### src/hdl/wdt_pkg.sv
// constants, register map and field layouts of the watchdog interval timer
// assumes one 200 MHz system clock and an AXI4-Lite master for software access
//
// Operation
// - watchdog reset or plain interval timer use
// - slow power modes force system clock twelfth
// - run field 01 freezes the countdown
// - run field 10 decrements once per tick
// - run field 00 or 11 counts like 10
// - reset-enable 01 never resets the chip
// - reset-enable 10 resets chip on underflow
// - reset-enable 00 or 11 acts like 10
// - run and reset-enable fields reset to 01
// - cause bit: pin reset clears, underflow with reset enabled sets
// - clock select: sys/12, fast/32, /1024, /16384
// - countdown resets to FF, rewritable while counting
// - underflow sets flag, interrupt service clears it
package wdt_pkg;

    // ****************************************************************
    // register map: printed offsets are indexes, byte address is 4x
    // ****************************************************************
    localparam logic [7:0]  CTRL_INDEX       = 8'hA1;
    localparam logic [7:0]  COUNT_INDEX      = 8'hA2;
    localparam logic [7:0]  IRQ_STATUS_INDEX = 8'hB0;
    localparam logic [7:0]  IRQ_MASK_INDEX   = 8'hB1;
    localparam logic [11:0] CTRL_ADDR        = {2'h0, CTRL_INDEX, 2'h0};
    localparam logic [11:0] COUNT_ADDR       = {2'h0, COUNT_INDEX, 2'h0};
    localparam logic [11:0] IRQ_STATUS_ADDR  = {2'h0, IRQ_STATUS_INDEX, 2'h0};
    localparam logic [11:0] IRQ_MASK_ADDR    = {2'h0, IRQ_MASK_INDEX, 2'h0};

    // ****************************************************************
    // field codes
    // ****************************************************************
    localparam logic [1:0] RUN_OFF    = 2'h1;
    localparam logic [1:0] RUN_ON     = 2'h2;
    localparam logic [1:0] REN_OFF    = 2'h1;
    localparam logic [1:0] REN_ON     = 2'h2;
    localparam logic [1:0] CSEL_SYS12 = 2'h0;
    localparam logic [1:0] CSEL_FAST1 = 2'h1;
    localparam logic [1:0] CSEL_FAST2 = 2'h2;
    localparam logic [1:0] CSEL_FAST3 = 2'h3;
    localparam int unsigned UF_BIT    = 0;

    // control register layout, bit 7 down to bit 0
    typedef struct packed {
        logic [1:0] timer_run_field;
        logic [1:0] reset_enable_field;
        logic       reset_cause_flag;
        logic       reserved;
        logic [1:0] count_clock_select;
    } ctrl_s;

    // ****************************************************************
    // reset values and division counts
    // ****************************************************************
    localparam ctrl_s      CTRL_RESET  = '{RUN_OFF, REN_OFF, 1'b0, 1'b0, CSEL_SYS12};
    localparam logic [7:0] COUNT_RESET = 8'hFF;
    localparam logic [3:0] SYS_DIV     = 4'hC;
    localparam logic [15:0] FAST_DIV_1 = 16'h0020;
    localparam logic [15:0] FAST_DIV_2 = 16'h0400;
    localparam int unsigned FAST_DIV_3 = 16384;

    // ****************************************************************
    // bus answers
    // ****************************************************************
    localparam logic [1:0] RESP_OKAY   = 2'h0;
    localparam logic [1:0] RESP_SLVERR = 2'h2;

endpackage

### src/hdl/count_tick_gen.sv
// prescaler producing the watchdog counting tick from system or fast clock
// assumes fast_tick is a one-cycle pulse per fast clock period, same domain
`timescale 1ns/1ps
module count_tick_gen #(
    parameter int unsigned FAST_DIV_SLOWEST = wdt_pkg::FAST_DIV_3
) (
    input  wire logic       aclk,
    input  wire logic       aresetn,
    input  wire logic       fast_tick,
    input  wire logic [1:0] clk_sel,
    output logic            tick
);

    logic [3:0]  sys_cnt_r;
    logic [15:0] fast_cnt_r;
    logic [15:0] div_m1;
    logic        sys_tick;
    logic        fast_wrap;

    // ****************************************************************
    // dividers
    // ****************************************************************

    // system clock divided by twelve, free running
    always_ff @(posedge aclk) begin
        if (!aresetn || sys_tick) begin
            sys_cnt_r <= 4'h0;
        end else begin
            sys_cnt_r <= sys_cnt_r + 4'h1;
        end
    end

    assign sys_tick = (sys_cnt_r == wdt_pkg::SYS_DIV - 4'h1);

    // fast divisor from the select; >= wrap keeps a shrinking divisor safe
    always_comb begin
        case (clk_sel)
            wdt_pkg::CSEL_FAST1: div_m1 = wdt_pkg::FAST_DIV_1 - 16'h1;
            wdt_pkg::CSEL_FAST2: div_m1 = wdt_pkg::FAST_DIV_2 - 16'h1;
            default:             div_m1 = 16'(FAST_DIV_SLOWEST - 1);
        endcase
    end

    assign fast_wrap = fast_tick && (fast_cnt_r >= div_m1);

    // fast clock prescaler counts fast ticks only
    always_ff @(posedge aclk) begin
        if (!aresetn || fast_wrap) begin
            fast_cnt_r <= 16'h0;
        end else if (fast_tick) begin
            fast_cnt_r <= fast_cnt_r + 16'h1;
        end
    end

    assign tick = (clk_sel == wdt_pkg::CSEL_SYS12) ? sys_tick : fast_wrap;
endmodule

### src/hdl/watchdog_interval_timer.sv
// watchdog interval timer with AXI4-Lite register slave
// assumes chip_reset_req feeds the chip reset that drives aresetn back here,
// and irq_ack pulses when the interrupt controller services this source
//
// Design decision made here: the AXI4-Lite slave port.
`timescale 1ns/1ps
module watchdog_interval_timer #(
    parameter int unsigned FAST_DIV_SLOWEST = wdt_pkg::FAST_DIV_3
) (
    input  wire logic        aclk,
    input  wire logic        aresetn,
    input  wire logic [11:0] awaddr,
    input  wire logic [2:0]  awprot,
    input  wire logic        awvalid,
    output logic             awready,
    input  wire logic [31:0] wdata,
    input  wire logic [3:0]  wstrb,
    input  wire logic        wvalid,
    output logic             wready,
    output logic [1:0]       bresp,
    output logic             bvalid,
    input  wire logic        bready,
    input  wire logic [11:0] araddr,
    input  wire logic [2:0]  arprot,
    input  wire logic        arvalid,
    output logic             arready,
    output logic [31:0]      rdata,
    output logic [1:0]       rresp,
    output logic             rvalid,
    input  wire logic        rready,
    input  wire logic        fast_tick,
    input  wire logic        slow_all_mode,
    input  wire logic        slow_peripheral_mode,
    input  wire logic        ext_pin_reset,
    input  wire logic        irq_ack,
    output logic             irq,
    output logic             chip_reset_req
);

    logic [11:0]       aw_addr_r;
    logic              aw_held_r;
    logic [31:0]       w_data_r;
    logic [3:0]        w_strb_r;
    logic              w_held_r;
    logic              bvalid_r;
    logic [1:0]        bresp_r;
    logic              rvalid_r;
    logic [1:0]        rresp_r;
    logic [31:0]       rdata_r;
    logic              wr_fire;
    logic              wr_ctrl;
    logic              wr_cnt;
    logic              wr_stat;
    logic              wr_mask;
    logic              wr_err;
    logic              rd_fire;
    logic [31:0]       rd_val;
    logic              rd_err;
    wdt_pkg::ctrl_s    ctrl_r;
    wdt_pkg::ctrl_s    ctrl_view;
    logic              cause_r;
    logic [7:0]        cnt_r;
    logic [7:0]        status_r;
    logic [7:0]        status_nxt;
    logic [7:0]        mask_r;
    logic              chip_reset_r;
    logic              pin_s1_r;
    logic              pin_s2_r;
    logic              pin_s3_r;
    logic              pin_seen;
    logic [1:0]        eff_sel;
    logic              sel_tick;
    logic              counting;
    logic              count_tick;
    logic              underflow;
    logic              reset_en;

    // ****************************************************************
    // AXI4-Lite write channels
    // ****************************************************************

    // each address and data beat is parked until both are here
    assign awready = !aw_held_r && !bvalid_r;
    assign wready  = !w_held_r && !bvalid_r;
    assign wr_fire = aw_held_r && w_held_r && !bvalid_r;
    assign bvalid  = bvalid_r;
    assign bresp   = bresp_r;

    always_ff @(posedge aclk) begin
        if (!aresetn) begin
            aw_held_r <= 1'b0;
            aw_addr_r <= 12'h000;
        end else if (awvalid && awready) begin
            aw_held_r <= 1'b1;
            aw_addr_r <= awaddr;
        end else if (wr_fire) begin
            aw_held_r <= 1'b0;
        end
    end

    always_ff @(posedge aclk) begin
        if (!aresetn) begin
            w_held_r <= 1'b0;
            w_data_r <= 32'h0000_0000;
            w_strb_r <= 4'h0;
        end else if (wvalid && wready) begin
            w_held_r <= 1'b1;
            w_data_r <= wdata;
            w_strb_r <= wstrb;
        end else if (wr_fire) begin
            w_held_r <= 1'b0;
        end
    end

    // write decode; registers live in byte lane 0, other lanes are ignored
    always_comb begin
        wr_ctrl = 1'b0;
        wr_cnt  = 1'b0;
        wr_stat = 1'b0;
        wr_mask = 1'b0;
        wr_err  = 1'b0;
        if (aw_addr_r == wdt_pkg::CTRL_ADDR) begin
            wr_ctrl = wr_fire && w_strb_r[0];
        end else if (aw_addr_r == wdt_pkg::COUNT_ADDR) begin
            wr_cnt = wr_fire && w_strb_r[0];
        end else if (aw_addr_r == wdt_pkg::IRQ_STATUS_ADDR) begin
            wr_stat = wr_fire && w_strb_r[0];
        end else if (aw_addr_r == wdt_pkg::IRQ_MASK_ADDR) begin
            wr_mask = wr_fire && w_strb_r[0];
        end else begin
            wr_err = 1'b1;
        end
    end

    always_ff @(posedge aclk) begin
        if (!aresetn) begin
            bvalid_r <= 1'b0;
            bresp_r  <= wdt_pkg::RESP_OKAY;
        end else if (wr_fire) begin
            bvalid_r <= 1'b1;
            bresp_r  <= wr_err ? wdt_pkg::RESP_SLVERR : wdt_pkg::RESP_OKAY;
        end else if (bready) begin
            bvalid_r <= 1'b0;
        end
    end

    // ****************************************************************
    // AXI4-Lite read channels
    // ****************************************************************
    assign arready = !rvalid_r;
    assign rd_fire = arvalid && arready;
    assign rvalid  = rvalid_r;
    assign rresp   = rresp_r;
    assign rdata   = rdata_r;

    // control view carries the cause bit and a zero reserved bit
    always_comb begin
        ctrl_view                  = ctrl_r;
        ctrl_view.reset_cause_flag = cause_r;
        ctrl_view.reserved         = 1'b0;
    end

    always_comb begin
        rd_val = 32'h0000_0000;
        rd_err = 1'b0;
        if (araddr == wdt_pkg::CTRL_ADDR) begin
            rd_val = {24'h00_0000, ctrl_view};
        end else if (araddr == wdt_pkg::COUNT_ADDR) begin
            rd_val = {24'h00_0000, cnt_r};
        end else if (araddr == wdt_pkg::IRQ_STATUS_ADDR) begin
            rd_val = {24'h00_0000, status_r};
        end else if (araddr == wdt_pkg::IRQ_MASK_ADDR) begin
            rd_val = {24'h00_0000, mask_r};
        end else begin
            rd_err = 1'b1;
        end
    end

    always_ff @(posedge aclk) begin
        if (!aresetn) begin
            rvalid_r <= 1'b0;
            rresp_r  <= wdt_pkg::RESP_OKAY;
            rdata_r  <= 32'h0000_0000;
        end else if (rd_fire) begin
            rvalid_r <= 1'b1;
            rresp_r  <= rd_err ? wdt_pkg::RESP_SLVERR : wdt_pkg::RESP_OKAY;
            rdata_r  <= rd_val;
        end else if (rready) begin
            rvalid_r <= 1'b0;
        end
    end

    // ****************************************************************
    // control register
    // ****************************************************************

    // all fields writable except cause, which reads back live, and reserved, which reads zero
    always_ff @(posedge aclk) begin
        if (!aresetn) begin
            ctrl_r <= wdt_pkg::CTRL_RESET;
        end else if (wr_ctrl) begin
            ctrl_r <= wdt_pkg::ctrl_s'(w_data_r[7:0]);  // no code check
        end
    end

    // ****************************************************************
    // counting clock and countdown
    // ****************************************************************

    // slow modes leave only the system clock path usable
    assign eff_sel = (slow_all_mode || slow_peripheral_mode) ?
                     wdt_pkg::CSEL_SYS12 : ctrl_r.count_clock_select;

    count_tick_gen #(
        .FAST_DIV_SLOWEST (FAST_DIV_SLOWEST)
    ) u_tick (
        .aclk      (aclk),
        .aresetn   (aresetn),
        .fast_tick (fast_tick),
        .clk_sel   (eff_sel),
        .tick      (sel_tick)
    );

    // only 01 stops; a single flipped bit out of 10 keeps the timer alive
    assign counting   = (ctrl_r.timer_run_field != wdt_pkg::RUN_OFF);
    assign count_tick = sel_tick && counting;
    assign underflow  = count_tick && (cnt_r == 8'h00) && !wr_cnt;
    assign reset_en   = (ctrl_r.reset_enable_field != wdt_pkg::REN_OFF);

    // a software reload wins over a tick in the same cycle
    always_ff @(posedge aclk) begin
        if (!aresetn) begin
            cnt_r <= wdt_pkg::COUNT_RESET;
        end else if (wr_cnt) begin
            cnt_r <= w_data_r[7:0];
        end else if (count_tick) begin
            cnt_r <= cnt_r - 8'h01;  // 00 wraps to FF
        end
    end

    // ****************************************************************
    // chip reset and reset cause
    // ****************************************************************

    // request holds until the chip reset comes back on aresetn
    always_ff @(posedge aclk) begin
        if (!aresetn) begin
            chip_reset_r <= 1'b0;
        end else if (underflow && reset_en) begin
            chip_reset_r <= 1'b1;
        end
    end

    assign chip_reset_req = chip_reset_r;

    // pin synchroniser is not reset so a pin reset is still seen during it
    always_ff @(posedge aclk) begin
        pin_s1_r <= ext_pin_reset;
        pin_s2_r <= pin_s1_r;
        pin_s3_r <= pin_s2_r;
    end

    assign pin_seen = pin_s2_r && pin_s3_r;

    // cause must survive its own reset, so aresetn does not touch it
    always_ff @(posedge aclk) begin
        if (pin_seen) begin
            cause_r <= 1'b0;
        end else if (underflow && reset_en) begin
            cause_r <= 1'b1;
        end
    end

    // ****************************************************************
    // interrupt status and mask
    // ****************************************************************

    // set beats both the write-one clear and the service clear
    always_comb begin
        status_nxt = status_r;
        if (wr_stat) begin
            status_nxt = status_nxt & ~w_data_r[7:0];
        end
        if (irq_ack) begin
            status_nxt[wdt_pkg::UF_BIT] = 1'b0;
        end
        if (underflow) begin
            status_nxt[wdt_pkg::UF_BIT] = 1'b1;
        end
        status_nxt[7:1] = 7'h00;
    end

    always_ff @(posedge aclk) begin
        if (!aresetn) begin
            status_r <= 8'h00;
        end else begin
            status_r <= status_nxt;
        end
    end

    always_ff @(posedge aclk) begin
        if (!aresetn) begin
            mask_r <= 8'h00;
        end else if (wr_mask) begin
            mask_r <= {7'h00, w_data_r[0]};
        end
    end

    // interval timer use: reset off, interrupt unmasked
    assign irq = |(status_r & mask_r);
endmodule

### config.mk
export PLATFORM = sky130hd
export DESIGN_NAME = watchdog_interval_timer
export DESIGN_NICKNAME = d
export VERILOG_FILES = /design/src/hdl/wdt_pkg.sv /design/src/hdl/count_tick_gen.sv /design/src/hdl/watchdog_interval_timer.sv
export SDC_FILE = /design/constraint.sdc
export NUM_CORES = 1
export LEC_CHECK = 0
export ABC_AREA = 0
export BUFFER_PORTS_ARGS = -buffer_cell sky130_fd_sc_hd__clkbuf_2
export CORE_MARGIN = 3
export CORE_UTILIZATION = 40
export CTS_BUF_LIST = sky130_fd_sc_hd__clkbuf_4 sky130_fd_sc_hd__clkbuf_8
export CTS_CLUSTER_SIZE = 20
export DETAILED_ROUTE_END_ITERATION = 12
export GPL_ROUTABILITY_DRIVEN = 0
export PLACE_DENSITY_LB_ADDON = 0.1
export SYNTH_ARGS = -nofsm -noshare
export SYNTH_HDL_FRONTEND = slang
export SYNTH_HIERARCHICAL = 1
export SYNTH_SLANG_ARGS = --single-unit
### constraint.sdc
create_clock -name aclk -period 8.8 [get_ports aclk]
set_input_delay 0.44 -clock aclk [delete_from_list [all_inputs] [get_ports aclk]]
set_output_delay 0.44 -clock aclk [all_outputs]
set_load 0.05 [all_outputs]
-- Yosys cells after proc, flatten, opt, wreduce, memory -nomap -nowiden
Cells that the tools add are included.
- add/sub/neg operators: 3
- magnitude comparators: 1
- eq/ne operators: 13
- muxes and demuxes: 39
- bitwise logic cells: 3
- reductions and logical operators: 32
- operators by type and width (cell ; count):
    $eq A12 B10 Y1 const B ; 8
    $mux W8 ; 4
    $mux W1 ; 31
    $pmux W14 S2 ; 1
    $add A16 B1 Y16 const B ; 1
    $ge A16 B14 Y1 ; 1
    $logic_and A1 B1 Y1 ; 14
    $reduce_bool A2 Y1 ; 5
    $logic_not A8 Y1 ; 1
    $reduce_or A8 Y1 ; 1
    $sub A8 B1 Y8 const B ; 1
    $logic_not A1 Y1 ; 6
    $mux W2 ; 3
    $add A4 B1 Y4 const B ; 1
    $eq A4 B4 Y1 const B ; 1
    $ne A2 B1 Y1 const B ; 2
    $logic_or A1 B1 Y1 ; 3
    $reduce_bool A3 Y1 ; 1
    $and A1 B1 Y1 ; 2
    $eq A2 B1 Y1 const B ; 1
    $eq A2 B2 Y1 const B ; 1
    $logic_not A2 Y1 ; 1
    $not A1 Y1 ; 1
- bits in registers: 102
- output and inout bits: 43

-- Longest topological paths before layout
- depth in word-level cells: 11
- depth in mapped cells: 14
- gate-level depth less buffers: 14

-- Modules after synthesis
Netlist, hierarchy kept.
- by module, submodules not included (module ; instances ; cells each ; area an instance (µm²) ; seq. area each (µm²)):
    watchdog_interval_timer ; 1 ; 294 ; 2583.7 ; 1121.1
    count_tick_gen ; 1 ; 144 ; 1191.1 ; 400.4

-- Worst setup path after synthesis
Ideal clock, no wire load.
- path type: input to register
- start: input slow_peripheral_mode
- end: register cause_r
- data arrival time: 3.234 ns
- required time: 8.734 ns
- path slack: 5.500 ns
- stages: 13
- buffers on the path: 0
- cells stage by stage: nor3b_1 > inv_1 > ha_1 > ha_1 > nand4_1 > nor4_1 > o21ai_2 > a21boi_2 > mux2_2 > nand3_1 > or4_4 > nor3_2 > a2bb2oi_2
- cells in the longest elaborated chain, start to end: 11
- elaborated cells on any way between the ends: 13
- those cells by class: 1 x order compare; 2 x eq/ne; 3 x mux; 7 x reduce/logical
- RTL lines (item ; RTL line ; text):
    start, declared ; watchdog_interval_timer.sv:33 ; input wire logic slow_peripheral_mode,
    $logic_or A1 B1 Y1 (*) ; watchdog_interval_timer.sv:211 ; assign eff_sel = (slow_all_mode || slow_peripheral_mode) ?
    $mux W2 (*) ; watchdog_interval_timer.sv:211 ;
    $eq A2 B2 Y1 / $eq A2 B1 Y1 (equally long branches) ; count_tick_gen.sv:37 ; case (clk_sel)
    $pmux W14 S2 ; count_tick_gen.sv:37 ;
    $ge A16 B14 Y1 ; count_tick_gen.sv:44 ; assign fast_wrap = fast_tick && (fast_cnt_r >= div_m1);
    $logic_and A1 B1 Y1 ; count_tick_gen.sv:44 ;
    $mux W1 (*) ; count_tick_gen.sv:55 ; assign tick = (clk_sel == wdt_pkg::CSEL_SYS12) ? sys_tick : fast_wrap;
    via sel_tick ; watchdog_interval_timer.sv:72 ; logic sel_tick;
    $logic_and A1 B1 Y1 (*) ; watchdog_interval_timer.sv:226 ; assign count_tick = sel_tick && counting;
    $logic_and A1 B1 Y1 (*) (2 in a row) ; watchdog_interval_timer.sv:227 ; assign underflow = count_tick && (cnt_r == 8'h00) && !wr_cnt;
    $logic_and A1 B1 Y1 (*) ; watchdog_interval_timer.sv:269 ; end else if (underflow && reset_en) begin
    end signal, assigned ; watchdog_interval_timer.sv:268 ; cause_r <= 1'b0;
    end signal, assigned ; watchdog_interval_timer.sv:270 ; cause_r <= 1'b1;
    end, declared ; watchdog_interval_timer.sv:61 ; logic cause_r;
Mark *: on every way through the listed nets, which the timed path passes. The rest lies on a longest branch.
A chain may end at the register's enable or synchronous reset.

-- Worst setup path after layout
- start: register ctrl_r[0] (netlist bit)
- end: register cause_r
- cells in the longest elaborated chain, start to end: 10
- elaborated cells on any way between the ends: 12
- those cells by class: 1 x order compare; 2 x eq/ne; 3 x mux; 6 x reduce/logical
- RTL lines (item ; RTL line ; text):
    start, declared ; watchdog_interval_timer.sv:59 ; wdt_pkg::ctrl_s ctrl_r;
    start signal, assigned ; watchdog_interval_timer.sv:200 ; ctrl_r <= wdt_pkg::CTRL_RESET;
    start signal, assigned ; watchdog_interval_timer.sv:202 ; ctrl_r <= wdt_pkg::ctrl_s'(w_data_r[7:0]);
    $mux W2 (*) ; watchdog_interval_timer.sv:211 ;
    via eff_sel[0] ; watchdog_interval_timer.sv:71 ; logic [1:0] eff_sel;
    $eq A2 B2 Y1 / $eq A2 B1 Y1 (equally long branches) ; count_tick_gen.sv:37 ;
    $pmux W14 S2 ; count_tick_gen.sv:37 ;
    $ge A16 B14 Y1 ; count_tick_gen.sv:44 ;
    $logic_and A1 B1 Y1 ; count_tick_gen.sv:44 ;
    $mux W1 (*) ; count_tick_gen.sv:55 ;
    via sel_tick ; watchdog_interval_timer.sv:72 ;
    $logic_and A1 B1 Y1 (*) ; watchdog_interval_timer.sv:226 ;
    $logic_and A1 B1 Y1 (*) (2 in a row) ; watchdog_interval_timer.sv:227 ;
    $logic_and A1 B1 Y1 (*) ; watchdog_interval_timer.sv:269 ;
Marks and branches as above.

==> impl_metrics.ini <==
[run_status]
outcome = finished, final reports clean

[synthesis]
synth_warnings = 6
synth_xor_area_share_pct = 5.34
synth_simple_gate_area_share_pct = 26.5
synth_compound_area_share_pct = 9.61
synth_top_area_share_pct = 40.3
muxShareOfSynthArea_pct = 6.40
synth_area_leader_cell = dfxtp_1
ys_ff_latch = 76
synth_top_family_by_area = simple AND/OR/NAND/NOR gates
synth_cells = 438
synth_cell_types = 53
ys.flop_type = dfxtp_1
netlist_top_cells_area = dfxtp_1, nand2_1, mux2i_1
avgSynthCellArea_um2 = 8.62
async_reset_ff_share_pct = 0
syn-cell-area_um2 = 3770
synth_edf_count = 0
synthAdderAreaFrac_pct = 3.98
ys_seq_area_share_pct = 40.3

[placed_design]
io_buffer_count = 61
hpwl_um = 5890
dp_slack_ns = 4.56
postPlaceCellArea_um2 = 4050

[worst_hold_path]
holdPathEnd = pin_s1_r
hp-class = in2reg
hp-start = ext_pin_reset
whs_path_depth = 1

[sta]
fmax_mhz = 252
slew_viol_final = 0
worst_slew_pin_slew_ns = 1.07
setup_slack_ns = 4.83
hold_viol = 0
relSlewSlack_pct = 28.8
period_needed_ns = 3.97
setup_viol = 0
skew_ns = 0.0102
tns_ns = 0
rsz0062_at_grt = no
finalCritPeriodShare_pct = 45.1

[power]
p_comb_share_pct = 12.7
p_int_uw = 541
clkPwrFrac_pct = 38.4
p_sw_share_pct = 27.9
cellLeakagePower_nw = 1.79
power.density_nw_per_um2 = 176
p_sw_uw = 210
vdd_ir_drop_max_v = 0.0000869
sequentialPowerShare_pct = 48.9

[job]
max_cap_violations = 0

[die]
std_cell_rows = 34
die_x_um = 103
die-area_um2 = 10600
core_um2 = 8930
die_height_um = 103
start_util_pct = 42.3
io-pin-count = 121

[worst_setup_path]
rr_startpoint = ctrl_r[0]
r2r_cells = 13
cp-start-kind = flop
worstReg2RegEnd = cause_r
worstPathMaxFanout = 14
crit_path_end_kind = flop
cp.arrival_ns = 4.25
ff2ff_setup_slack_ns = 4.83
criticalPathCategory = reg2reg
critPathRequiredTime_ns = 9.09

[global_routing]
grtUsageTotal_pct = 15.5
grt_pass1_vias = 2831
antenna_found_initial = 0
grt_max_degree = 47
grt_overflow = 0
grt_pass1_wl_um = 13000

[detailed_routing]
ant_nets = 0
dr.first_iter.drc_count = 83
vias = 3009
dr.pass1.iters = 4
drt-total-wl_um = 8080
wl_per_cell_um = 13.3
via_per_inst = 4.96
drc_errors = 0

[clocking]
clk_latency_ns = 0.34
cts.sinks = 76
post_cts_resized = 0
cts_buffers = 9
cts.path.max_buffers = 2
clkSlewWorstSetupHoldPaths_ns = 0.08
htreeDepth = 3
cts_tree = built
hold_buffers = 0
post_cts_buffers = 0
clockRootBuffer = clkbuf_8

[finish]
layout.nets = 585
area_growth_pct = 13.0
diodes = 0
layout-drive-gt1-share_pct = 18.4
final_cell_area_um2 = 4270
## cells in the mapped netlist, drive strengths merged, types with 5 or more instances
library cell	instances
nor3	11
nand4	8
nor4	8
nand3b	7
nand2	68
clkbuf	11
xnor2	11
dfxtp	76
nor2	51
nor3b	6
xor2	12
nor2b	7
a221oi	6
nand2b	5
a21oi	21
inv	9
buf	29
o21ai	13
nand3	8
ha	12
mux2i	23
## metrics by stage
step	total power, mW	hold slack [ns]	utilization [%]	std cells
6_report	0.751	0.192	47.8	607
5_1_grt	0.788	0.179	47.8	607
4_1_cts	0.765	0.171	47.8	607
3_5_place_dp	0.471	0.315	45.4	592
3_3_place_gp	0.470	0.312	45.4	592
2_1_floorplan	0.456	0.310	-	463
## placed cells by master (no fill, tap or decap), types with 3 or more instances in the layout
cell	count
a211oi_1	3
nor3b_1	6
clkbuf_8	9
o211ai_1	3
nor4_1	7
a21oi_1	21
nand3b_1	7
nand3_1	8
clkbuf_2	61
o21ai_0	12
ha_1	12
nor3_1	9
nor2_1	50
xnor2_1	11
nor2b_1	7
mux2i_1	23
xor2_1	12
nand2_1	68
a221oi_1	6
conb_1	26
nand2b_1	5
inv_1	9
nand4_1	7
nand4b_1	3
dfxtp_1	76
## state kept, by name, indices dropped and copies added (netlist names), 4 cells and up
register,cells
ctrl_r,6
u_tick/sys_cnt_r,4
aw_addr_r,12
u_tick/fast_cnt_r,16
rdata,8
cnt_r,8
w_data_r,8
## cells by family (layout without fill, tap and decap cells)
family | after synthesis | after routing
and+or+nand+nor | 197 | 197
buffers and inverters | 49 | 85
adders and majority gates | 12 | 12
xor gates and xnor gates | 23 | 23
other | 1 | 26
DFF | 76 | 76
AOI/OAI and AO/OA | 56 | 56
muxes | 24 | 24
## layout make-up
class                   instances  area (µm²)
fillers                       902        4670
multi-input cells             338        2060
flip-flops and latches         76        1520
repair buffers                 61         305
well taps                     108         135
clock buffers                   9         124
clock inverters                 6        88.8
inverters                       9        33.8
## how the worst max path moves through the flow
stage | cells after the start | slack [ns] | end | from
6_report | 13 | 4.83 | cause_r | ctrl_r[0]
5_1_grt | 13 | 4.51 | cause_r | ctrl_r[0]
4_1_cts | 13 | 4.76 | cause_r | ctrl_r[0]
3_5_place_dp | 14 | 4.56 | cause_r | slow_peripheral_mode
3_3_place_gp | 14 | 4.62 | cause_r | slow_peripheral_mode
2_1_floorplan | 13 | 5.50 | cause_r | slow_peripheral_mode
## power groups by stage
stage	Sequential (mW)	Clock, mW	Combinational [mW]
detailed placement	0.375	0	0.0960
finish	0.367	0.289	0.0953
floorplan	0.383	0	0.0724
global placement	0.375	0	0.0951
CTS	0.367	0.301	0.0962
global route	0.369	0.314	0.105
## critical path, cell delays in order (launching register included)
cell and delay, ns:
dfxtp_1 0.35, nor3b_1 0.36, inv_1 0.08, ha_1 0.37, ha_1 0.32, nand4_1 0.12, nor4_1 0.34, o21ai_2 0.13
a21boi_2 0.57, mux2_2 0.36, nand3_1 0.13, or4_4 0.45, nor3_2 0.18, a2bb2oi_2 0.13
## routing by layer
layer  part of all wire (%)  global-route usage (%)  routed length, µm  vias up
met1                     46                    19.8               3690     1378
met2                     50                    26.0               4020       50
met4                    1.0                    4.38                 82        0
li1                       -                       -                  -     1573
met3                    3.7                    3.72                298        8
met5                      0                       0                  0        -
Note: power is estimated with default switching activity, not from simulation.
